==> src/sfp_pkg.sv <==
// How it works
// - Host bits sampled on link clock rise
// - Output bits change on link clock fall
// - Clock idle low or high both accepted
// - Dual reads drive both lanes; DIOR also takes its address on both
// - Reset only right after reset enable
// - Write instructions rejected during power-up hold
// - Write enable latch clear at power-up
// - Program, erase, status write need latch
// - Write enable sets the latch
// - Accepted write-type instructions clear the latch
// - Busy reads one during internal cycle
// - While busy only status reads accepted
// - Busy clears when internal cycle ends
// - Three range bits choose protected region
// - Top/bottom bit anchors protected range
// - Top/bottom changes only when write permitted
// - Granularity bit picks sectors or blocks
// - Complement bit inverts protected region
// - Guard pin combines with lock bits
// - Lock codes: open, pin, power, permanent
package sfp_pkg;

  localparam int unsigned CLK_MHZ  = 100;
  localparam int unsigned T_RST_US = 30;
  localparam int unsigned RST_CYCLES = T_RST_US * CLK_MHZ;
  localparam int unsigned TMR_W    = 24;
  localparam int unsigned ADDR_W   = 24;
  localparam int unsigned CNT_W    = 7;

  // Instruction codes
  localparam logic [7:0] OP_WREN  = 8'h06;
  localparam logic [7:0] OP_WRDI  = 8'h04;
  localparam logic [7:0] OP_RDSR1 = 8'h05;
  localparam logic [7:0] OP_RDSR2 = 8'h35;
  localparam logic [7:0] OP_WRSR  = 8'h01;
  localparam logic [7:0] OP_PP    = 8'h02;
  localparam logic [7:0] OP_SE    = 8'h20;
  localparam logic [7:0] OP_BE    = 8'hD8;
  localparam logic [7:0] OP_CE1   = 8'hC7;
  localparam logic [7:0] OP_CE2   = 8'h60;
  localparam logic [7:0] OP_RSTEN = 8'h66;
  localparam logic [7:0] OP_RST   = 8'h99;
  localparam logic [7:0] OP_DOR   = 8'h3B;
  localparam logic [7:0] OP_DIOR  = 8'hBB;

  // Rising-edge counts that mark frame boundaries
  localparam logic [CNT_W-1:0] OPC_BITS   = 7'h08;
  localparam logic [CNT_W-1:0] WRSR_ONE   = 7'h10;
  localparam logic [CNT_W-1:0] WRSR_TWO   = 7'h18;
  localparam logic [CNT_W-1:0] DIOR_ADDR  = 7'h14;
  localparam logic [CNT_W-1:0] DIOR_START = 7'h18;
  localparam logic [CNT_W-1:0] ADDR_END   = 7'h20;
  localparam logic [CNT_W-1:0] PP_MIN     = 7'h28;
  localparam logic [CNT_W-1:0] DOR_START  = 7'h28;

  // Status word one bit positions, status word two positions
  localparam int unsigned SR_BUSY = 0;
  localparam int unsigned SR_LATCH = 1;
  localparam int unsigned SR2_LOCK_HI = 0;
  localparam int unsigned SR2_CMP     = 6;

  localparam logic [1:0] LOCK_OPEN  = 2'h0;
  localparam logic [1:0] LOCK_PIN   = 2'h1;
  localparam logic [1:0] LOCK_POWER = 2'h2;

  // Protection size as log2 of bytes
  localparam logic [4:0] BLK_BASE = 5'h11;
  localparam logic [4:0] SEC_BASE = 5'h0B;
  localparam logic [4:0] SEC_MAX  = 5'h0F;
  localparam logic [4:0] ALL_LOG2 = 5'h18;
  localparam logic [2:0] BP_ALL   = 3'h7;

  localparam logic [7:0] ERASED_BYTE = 8'hFF;
  localparam logic [4:0] SYNC_RST    = 5'h12;

  typedef struct packed {
    logic       cmp;
    logic       lock_hi;
    logic       lock_lo;
    logic       sec;
    logic       tb;
    logic [2:0] bp;
  } sfp_prot_t;

  localparam sfp_prot_t PROT_RST = 8'h00;

  typedef enum logic [1:0] {
    EN_HOLD  = 2'h0,
    EN_READY = 2'h1,
    EN_BUSY  = 2'h3,
    EN_RESET = 2'h2
  } sfp_eng_t;

endpackage

==> src/sfp_front.sv <==
`timescale 1ns/1ps
`default_nettype none
module sfp_front
  import sfp_pkg::*;
#(
  parameter int unsigned PUW_US       = 10,
  parameter int unsigned PROG_CYCLES  = 400,
  parameter int unsigned ERASE_CYCLES = 2000,
  parameter int unsigned WRSR_CYCLES  = 800
) (
  // Clock and reset
  input  wire logic       sys_clk_in,
  input  wire logic       rst_in,
  // Serial link
  input  wire logic       spi_clk_in,
  input  wire logic       sel_n_in,
  input  wire logic       write_guard_n_in,
  // Lane zero, single-lane serial_in_line
  input  wire logic       dual_lane_zero_in,
  output logic            dual_lane_zero_out,
  output logic            dual_lane_zero_oe_out,
  // Lane one, single-lane output
  input  wire logic       dual_lane_one_in,
  output logic            dual_lane_one_out,
  output logic            dual_lane_one_oe_out,
  // Status view
  output logic      [7:0] status_word_one_out
);

  localparam int unsigned PUW_CYCLES = PUW_US * CLK_MHZ;
  localparam logic [TMR_W-1:0] TMR_ONE = 24'h000001;

  logic [4:0] sync_w;
  logic       sclk_s;
  logic       sel_s;
  logic       lane0_s;
  logic       lane1_s;
  logic       guard_s;

  sfp_sync #(
    .W       (5),
    .RST_VAL (SYNC_RST)
  ) u_sync (
    .sys_clk_in (sys_clk_in),
    .rst_in     (rst_in),
    .async_in   ({write_guard_n_in, dual_lane_one_in, dual_lane_zero_in, sel_n_in, spi_clk_in}),
    .sync_out   (sync_w)
  );

  assign {guard_s, lane1_s, lane0_s, sel_s, sclk_s} = sync_w;

  // Link state
  logic              sclk_prev_q, sclk_prev_d;
  logic              sel_prev_q,  sel_prev_d;
  logic [CNT_W-1:0]  bit_cnt_q,   bit_cnt_d;
  logic [7:0]        opcode_q,    opcode_d;
  logic [ADDR_W-1:0] addr_q,      addr_d;
  logic [7:0]        wr1_q,       wr1_d;
  logic [7:0]        wr2_q,       wr2_d;
  logic              l0_out_q,    l0_out_d;
  logic              l0_oe_q,     l0_oe_d;
  logic              l1_out_q,    l1_out_d;
  logic              l1_oe_q,     l1_oe_d;

  // Engine state
  sfp_eng_t          eng_q,       eng_d;
  logic [TMR_W-1:0]  cnt_q,       cnt_d;
  logic              write_enable_latch_q, write_enable_latch_d;
  sfp_prot_t         prot_q,      prot_d;
  logic              armed_q,     armed_d;
  logic [7:0]        status_q,    status_d;

  logic       rise;
  logic       fall;
  logic       frame_end;
  logic       busy;
  logic [7:0] sr1;
  logic [7:0] sr2;
  logic [1:0] lock;
  logic       lock_ok;

  function automatic logic [4:0] prot_log2(input sfp_prot_t p);
    logic [4:0] k;
    k = 5'h00;
    if (p.sec)
    begin
      k = SEC_BASE + 5'(p.bp);
      if (k > SEC_MAX)
        k = SEC_MAX;
    end
    else if (p.bp == BP_ALL)
      k = ALL_LOG2;
    else
      k = BLK_BASE + 5'(p.bp);
    return k;
  endfunction

  function automatic logic prot_hit(input sfp_prot_t p, input logic [ADDR_W-1:0] a);
    logic [ADDR_W-1:0] mask;
    logic              in_range;
    mask     = {ADDR_W{1'b1}} << prot_log2(p);
    in_range = p.tb ? ((a & mask) == '0) : ((a & mask) == mask);
    return ((p.bp != 3'h0) && in_range) ^ p.cmp;
  endfunction

  function automatic logic chip_hit(input sfp_prot_t p);
    return p.cmp ? !((p.bp != 3'h0) && (prot_log2(p) == ALL_LOG2)) : (p.bp != 3'h0);
  endfunction

  // Both idle clock levels work: only transitions inside a select count
  assign rise      = sclk_s & ~sclk_prev_q & ~sel_s;
  assign fall      = ~sclk_s & sclk_prev_q & ~sel_s;
  assign frame_end = sel_s & ~sel_prev_q;
  assign busy      = (eng_q == EN_BUSY) || (eng_q == EN_RESET);
  assign sr1       = {prot_q.lock_lo, prot_q.sec, prot_q.tb, prot_q.bp, write_enable_latch_q, busy};
  assign sr2       = {1'b0, prot_q.cmp, 5'h00, prot_q.lock_hi};
  assign lock      = {prot_q.lock_hi, prot_q.lock_lo};
  // Pin only matters in the pin-lock code; power and permanent codes always block
  assign lock_ok   = (lock == LOCK_OPEN) || ((lock == LOCK_PIN) && guard_s);

  always_comb
  begin
    sclk_prev_d = sclk_s;
    sel_prev_d  = sel_s;
    bit_cnt_d   = bit_cnt_q;
    opcode_d    = opcode_q;
    addr_d      = addr_q;
    wr1_d       = wr1_q;
    wr2_d       = wr2_q;
    l0_out_d    = l0_out_q;
    l0_oe_d     = l0_oe_q;
    l1_out_d    = l1_out_q;
    l1_oe_d     = l1_oe_q;
    if (sel_prev_q && !sel_s)
      bit_cnt_d = '0;
    if (rise)
    begin
      if (bit_cnt_q != {CNT_W{1'b1}})
        bit_cnt_d = bit_cnt_q + 7'h01;
      if (bit_cnt_q < OPC_BITS)
        opcode_d = {opcode_q[6:0], lane0_s};
      else if (opcode_q == OP_DIOR)
      begin
        if (bit_cnt_q < DIOR_ADDR)
          addr_d = {addr_q[ADDR_W-3:0], lane1_s, lane0_s};
      end
      else if (bit_cnt_q < ADDR_END)
        addr_d = {addr_q[ADDR_W-2:0], lane0_s};
      if ((bit_cnt_q >= OPC_BITS) && (bit_cnt_q < WRSR_ONE))
        wr1_d = {wr1_q[6:0], lane0_s};
      if ((bit_cnt_q >= WRSR_ONE) && (bit_cnt_q < WRSR_TWO))
        wr2_d = {wr2_q[6:0], lane0_s};
    end
    if (fall)
    begin
      l0_oe_d = 1'b0;
      l1_oe_d = 1'b0;
      if ((opcode_q == OP_RDSR1) && (bit_cnt_q >= OPC_BITS))
      begin
        l1_oe_d  = 1'b1;
        l1_out_d = sr1[~bit_cnt_q[2:0]];
      end
      else if ((opcode_q == OP_RDSR2) && (bit_cnt_q >= OPC_BITS))
      begin
        l1_oe_d  = 1'b1;
        l1_out_d = sr2[~bit_cnt_q[2:0]];
      end
      else if (!busy && (((opcode_q == OP_DOR) && (bit_cnt_q >= DOR_START))
               || ((opcode_q == OP_DIOR) && (bit_cnt_q >= DIOR_START))))
      begin
        l0_oe_d  = 1'b1;
        l1_oe_d  = 1'b1;
        l1_out_d = ERASED_BYTE[{~bit_cnt_q[1:0], 1'b1}];
        l0_out_d = ERASED_BYTE[{~bit_cnt_q[1:0], 1'b0}];
      end
    end
    if (sel_s)
    begin
      l0_oe_d = 1'b0;
      l1_oe_d = 1'b0;
    end
  end

  always_ff @(posedge sys_clk_in or posedge rst_in)
  begin
    if (rst_in)
    begin
      sclk_prev_q <= 1'b0;
      sel_prev_q  <= 1'b1;
      bit_cnt_q   <= '0;
      opcode_q    <= 8'h00;
      addr_q      <= '0;
      wr1_q       <= 8'h00;
      wr2_q       <= 8'h00;
      l0_out_q    <= 1'b0;
      l0_oe_q     <= 1'b0;
      l1_out_q    <= 1'b0;
      l1_oe_q     <= 1'b0;
    end
    else
    begin
      sclk_prev_q <= sclk_prev_d;
      sel_prev_q  <= sel_prev_d;
      bit_cnt_q   <= bit_cnt_d;
      opcode_q    <= opcode_d;
      addr_q      <= addr_d;
      wr1_q       <= wr1_d;
      wr2_q       <= wr2_d;
      l0_out_q    <= l0_out_d;
      l0_oe_q     <= l0_oe_d;
      l1_out_q    <= l1_out_d;
      l1_oe_q     <= l1_oe_d;
    end
  end

  always_comb
  begin
    eng_d   = eng_q;
    cnt_d   = cnt_q;
    write_enable_latch_d = write_enable_latch_q;
    prot_d  = prot_q;
    armed_d = armed_q;
    case (eng_q)
      EN_HOLD, EN_BUSY, EN_RESET:
      begin
        if (cnt_q <= TMR_ONE)
          eng_d = EN_READY;
        else
          cnt_d = cnt_q - TMR_ONE;
      end
      EN_READY:
        eng_d = EN_READY;
      default:
        eng_d = EN_READY;
    endcase
    // A busy engine takes no instruction; status reads are still served by the link logic
    if (frame_end && !busy && (bit_cnt_q >= OPC_BITS))
    begin
      armed_d = (bit_cnt_q == OPC_BITS) && (opcode_q == OP_RSTEN);
      case (opcode_q)
        OP_WREN:
          if ((bit_cnt_q == OPC_BITS) && (eng_q != EN_HOLD))
            write_enable_latch_d = 1'b1;
        OP_WRDI:
          if (bit_cnt_q == OPC_BITS)
            write_enable_latch_d = 1'b0;
        OP_WRSR:
          if (((bit_cnt_q == WRSR_ONE) || (bit_cnt_q == WRSR_TWO)) && write_enable_latch_q && lock_ok)
          begin
            prot_d.lock_lo = wr1_q[7];
            prot_d.sec     = wr1_q[6];
            prot_d.tb      = wr1_q[5];
            prot_d.bp      = wr1_q[4:2];
            if (bit_cnt_q == WRSR_TWO)
            begin
              prot_d.lock_hi = wr2_q[SR2_LOCK_HI];
              prot_d.cmp     = wr2_q[SR2_CMP];
            end
            write_enable_latch_d = 1'b0;
            eng_d = EN_BUSY;
            cnt_d = TMR_W'(WRSR_CYCLES);
          end
        OP_PP:
          if ((bit_cnt_q >= PP_MIN) && write_enable_latch_q && !prot_hit(prot_q, addr_q))
          begin
            write_enable_latch_d = 1'b0;
            eng_d = EN_BUSY;
            cnt_d = TMR_W'(PROG_CYCLES);
          end
        OP_SE, OP_BE:
          if ((bit_cnt_q == ADDR_END) && write_enable_latch_q && !prot_hit(prot_q, addr_q))
          begin
            write_enable_latch_d = 1'b0;
            eng_d = EN_BUSY;
            cnt_d = TMR_W'(ERASE_CYCLES);
          end
        OP_CE1, OP_CE2:
          if ((bit_cnt_q == OPC_BITS) && write_enable_latch_q && !chip_hit(prot_q))
          begin
            write_enable_latch_d = 1'b0;
            eng_d = EN_BUSY;
            cnt_d = TMR_W'(ERASE_CYCLES);
          end
        OP_RST:
          if ((bit_cnt_q == OPC_BITS) && armed_q)
          begin
            write_enable_latch_d = 1'b0;
            eng_d = EN_RESET;
            cnt_d = TMR_W'(RST_CYCLES);
          end
        default:
          write_enable_latch_d = write_enable_latch_q;
      endcase
    end
    status_d = {sr1[7:2], write_enable_latch_d, (eng_d == EN_BUSY) || (eng_d == EN_RESET)};
  end

  always_ff @(posedge sys_clk_in or posedge rst_in)
  begin
    if (rst_in)
    begin
      eng_q    <= EN_HOLD;
      cnt_q    <= TMR_W'(PUW_CYCLES);
      write_enable_latch_q <= 1'b0;
      prot_q   <= PROT_RST;
      armed_q  <= 1'b0;
      status_q <= 8'h00;
    end
    else
    begin
      eng_q    <= eng_d;
      cnt_q    <= cnt_d;
      write_enable_latch_q <= write_enable_latch_d;
      prot_q   <= prot_d;
      armed_q  <= armed_d;
      status_q <= status_d;
    end
  end

  assign dual_lane_zero_out    = l0_out_q;
  assign dual_lane_zero_oe_out = l0_oe_q;
  assign dual_lane_one_out     = l1_out_q;
  assign dual_lane_one_oe_out  = l1_oe_q;
  assign status_word_one_out   = status_q;
endmodule
`default_nettype wire

==> src/sfp_sync.sv <==
`timescale 1ns/1ps
`default_nettype none
module sfp_sync #(
  parameter int unsigned W = 1,
  parameter logic [W-1:0] RST_VAL = '0
) (
  // Clock and reset
  input  wire logic         sys_clk_in,
  input  wire logic         rst_in,
  // Levels
  input  wire logic [W-1:0] async_in,
  output logic      [W-1:0] sync_out
);

  logic [W-1:0] meta_q;
  logic [W-1:0] hold_q;

  generate
    for (genvar i = 0; i < W; i++)
    begin : g_bit
      always_ff @(posedge sys_clk_in or posedge rst_in)
      begin
        if (rst_in)
        begin
          meta_q[i] <= RST_VAL[i];
          hold_q[i] <= RST_VAL[i];
        end
        else
        begin
          meta_q[i] <= async_in[i];
          hold_q[i] <= meta_q[i];
        end
      end
    end
  endgenerate

  assign sync_out = hold_q;

endmodule
`default_nettype wire

==> config.mk <==
export PLATFORM = sky130hd
export DESIGN_NAME = sfp_front
export DESIGN_NICKNAME = d
export VERILOG_FILES = /design/src/sfp_pkg.sv /design/src/sfp_front.sv /design/src/sfp_sync.sv
export SDC_FILE = /design/constraint.sdc
export NUM_CORES = 1
export LEC_CHECK = 0
export BUFFER_PORTS_ARGS = -buffer_cell sky130_fd_sc_hd__buf_2
export CELL_PAD_IN_SITES_DETAIL_PLACEMENT = 0
export CELL_PAD_IN_SITES_GLOBAL_PLACEMENT = 1
export CORE_UTILIZATION = 45
export CTS_CLUSTER_SIZE = 28
export DETAILED_ROUTE_END_ITERATION = 10
export MAX_ROUTING_LAYER = met4
export PLACE_DENSITY = 0.81
export SYNTH_ARGS = -nofsm -noshare
export SYNTH_HDL_FRONTEND = slang
export SYNTH_SLANG_ARGS = --single-unit
==> constraint.sdc <==
create_clock -name sys_clk_in -period 10.92 [get_ports sys_clk_in]
set_clock_uncertainty 0.15 [all_clocks]
set_input_delay 1.092 -clock sys_clk_in [delete_from_list [all_inputs] [get_ports sys_clk_in]]
set_output_delay 1.092 -clock sys_clk_in [all_outputs]
set_load 0.005 [all_outputs]
==> flow_summary.json <==
{
  "outcome": "complete, no violations",
  "worstMarginPinSlew_ns": 0.9450,
  "critical_path_class": "flop to flop",
  "antenna_left": 0,
  "fmax_mhz": 223.3,
  "finish.net_count": 657,
  "grt_pass1_wl_um": 23590,
  "die_h_um": 120.7,
  "ff2ff_path_depth": 11,
  "hp-class": "flop to flop",
  "htreeDepth": 4,
  "mostFrequentLayoutCells": "102 x dfrtp_1, 70 x nor2_1, 56 x a21oi_1",
  "antenna_cells": 0,
  "worstPathMaxFanout": 18,
  "asyncSetResetFlopFracSynth_pct": 100.0,
  "endpoint_kind": "flop",
  "netlist.top_cell.by_area": "dfrtp_1",
  "synthSimpleGateAreaFrac_pct": 20.20,
  "cp_data_required_time_ns": 11.03,
  "min_path_cells": 0,
  "max_cap_viol_count": 0,
  "start_util_pct": 45.87,
  "synth_area_leaders": "dfrtp_1 40%, mux2_2 5.5%, dfstp_2 4.6%",
  "synth_edf_count": 0,
  "area_growth_pct": 11.72,
  "remaining_drc_errors": 0,
  "fin_setup_tns_ns": 0,
  "syn_area_um2": 6342,
  "fin_util_pct": 51.24,
  "holdWs_ns": 0.1987,
  "total_leakage_power_nw": 3.267,
  "core-area_um2": 13830,
  "cts_root_buf": "clkbuf_16",
  "synthXorXnorAreaFrac_pct": 4.163,
  "cts.path.max_buffers": 2,
  "syn_avg_cell_area_um2": 9.988,
  "drt-vias-per-instance": 5.617,
  "cts_buffers": 17,
  "post_cts.repair.setup_buffers": 0,
  "ys.flop_type": "dfrtp_1",
  "dp_hpwl_um": 9819,
  "totalPowerFinal_mw": 1.097,
  "relSlewSlack_pct": 36.79,
  "cts_tree": "yes",
  "clk_pin_slew_ns": 0.06,
  "synth_top_area_share_pct": 40.24,
  "io_pins": 19,
  "clk_latency_ns": 0.42,
  "startpoint_type": "flop",
  "dieArea_um2": 14570,
  "cts.sinks": 113,
  "yosysWarnings": 0,
  "synth-compound-area-share_pct": 15.64,
  "p_per_area_nw_per_um2": 154.8,
  "crit_arrival_ns": 4.59,
  "drt-initial-drc-count": 397,
  "vias": 4690,
  "antenna_found_initial": 0,
  "synthAdderAreaFrac_pct": 1.756,
  "grtUsageTotal_pct": 21.40,
  "synth.distinct_cells": 89,
  "ys_ff_latch": 113,
  "synthMuxAreaShare_pct": 9.529,
  "nFillCells": 1244,
  "place_inst": 803,
  "grt_max_degree": 64,
  "layout.cells.non_filler": 835,
  "hold_buffers": 0,
  "wl_um": 13930,
  "period_needed_ns": 4.478,
  "ir_drop_v": 0.0001412,
  "synth_top_family_by_area": "simple AND/OR/NAND/NOR gates",
  "first_global_vias": 4586,
  "grt_overflow": 0,
  "hold_viol": 0,
  "slew_viol_final": 0,
  "wl_per_cell_um": 16.68,
  "syn_inst": 635,
  "setup_viol": 0,
  "drive_above_1_share_pct": 20.92,
  "place_congestion": 0.8405,
  "post_cts_resized": 0,
  "drt_first_pass_iters": 8,
  "port_buffers": 18,
  "synth_fp_nets": 650,
  "ys_seq_area_share_pct": 44.80,
  "die_w_um": 120.7,
  "rsz0062_at_grt": "false",
  "min_period_over_period_pct": 41.01,
  "final_common_cell": "dfrtp_1",
  "rows": 43
}
==> cell families after synthesis <==
kind of cell / Yosys count
fa+ha+maj: 9
mux: 54
xor+xnor: 28
flops: 113
compound gates: 148
buf+inv: 49
simple gates: 234
==> sequential cells by signal (all words and copies together) (netlist names) <==
name and flops:
status_word_one_out 8, armed_q 1, sel_prev_q 1, dual_lane_zero_oe_out 1
sclk_prev_q 1, dual_lane_zero_out 1, wr1_q 8, u_sync.sync_out 5
dual_lane_one_oe_out 1, u_sync.meta_q 5, opcode_q 8, bit_cnt_q 7
lock 2, prot_q 6, dual_lane_one_out 1, wr2_q 7
addr_q 24, eng_q 2, cnt_q 24
==> where the power goes <==
group / total [mW] / switching, mW / internal (mW) / leakage [nW]
Combinational: 0.0763 / 0.0414 / 0.0349 / 1.49
Sequential: 0.468 / 0.0330 / 0.435 / 1.51
Clock: 0.552 / 0.208 / 0.344 / 0.276
Total: 1.10 / 0.283 / 0.814 / 3.27
==> worst max-delay path, stage by stage (launching register included) <==
cell and delay (ns):
dfrtp_1 0.64, inv_1 0.24, ha_1 0.63, nor2b_1 0.24, o221ai_1 0.23, o21ai_0 0.31, a21oi_1 0.08, nor4b_1 0.52
a22o_4 0.26, xor2_4 0.08, a211oi_4 0.82, nor2_1 0.11
==> Yosys cell counts, drive strengths merged (3+ instances only) <==
cell    count
clkbuf     18
dfstp      11
inv        17
and3        9
o21a        6
xnor2      18
o21bai      3
a21o        7
nand2b      9
nand4       7
xor2       10
nand3b      9
o22ai       7
nor4        8
mux2       31
nand3      13
nor2       80
o21ai      25
mux2i      21
dfrtp     102
nor3b       4
a31oi       5
a21oi      57
nor4b       5
a22o        3
a211oi      8
nand2      35
or4         3
o221ai      3
and2        7
nor3       18
ha          8
nor2b      12
buf        14
and2b       4
or2         3
==> layout make-up <==
class	count	area, um2	share of cell area, %
Clock buffer	18	439.2	6.198
Clock inverter	14	155.1	2.190
Inverter	17	66.31	0.9359
Multi-Input combinational cell	473	3253	45.91
Sequential cell	113	2841	40.10
Tap cell	180	225.2	3.179
Timing Repair Buffer	20	105.1	1.483
==> metal layers <==
metal | wire, um | GRT usage [%] | vias up
li1 | - | - | 2304
met1 | 6554 | 28.00 | 2280
met2 | 6627 | 32.76 | 86
met3 | 494 | 4.481 | 20
met4 | 248 | 8.025 | 0
met5 | 0 | - | -
==> final timing paths <==
kind | slack, ns | from | end
min in group asynchronous | 0.59 | rst_in | addr_q[13]
max in group asynchronous | 8.80 | rst_in | lock[1]
worst min register to register | 0.20 | u_sync.meta_q[3] | u_sync.sync_out[3]
worst max register to register | 6.44 | prot_q[0] | cnt_q[0]
worst min-delay path | 0.20 | u_sync.meta_q[3] | u_sync.sync_out[3]
worst max-delay path | 6.44 | prot_q[0] | cnt_q[0]
==> metrics by stage <==
step / setup slack, ns / area [um2]
after detailed placement: 6.407 / 6491
after global placement: 6.549 / 6491
final: 6.442 / 7086
after global routing: 6.099 / 7086
after floorplan: 6.709 / 6342
after CTS: 6.412 / 7086
No activity file was read; power rests on OpenSTA's default activity.
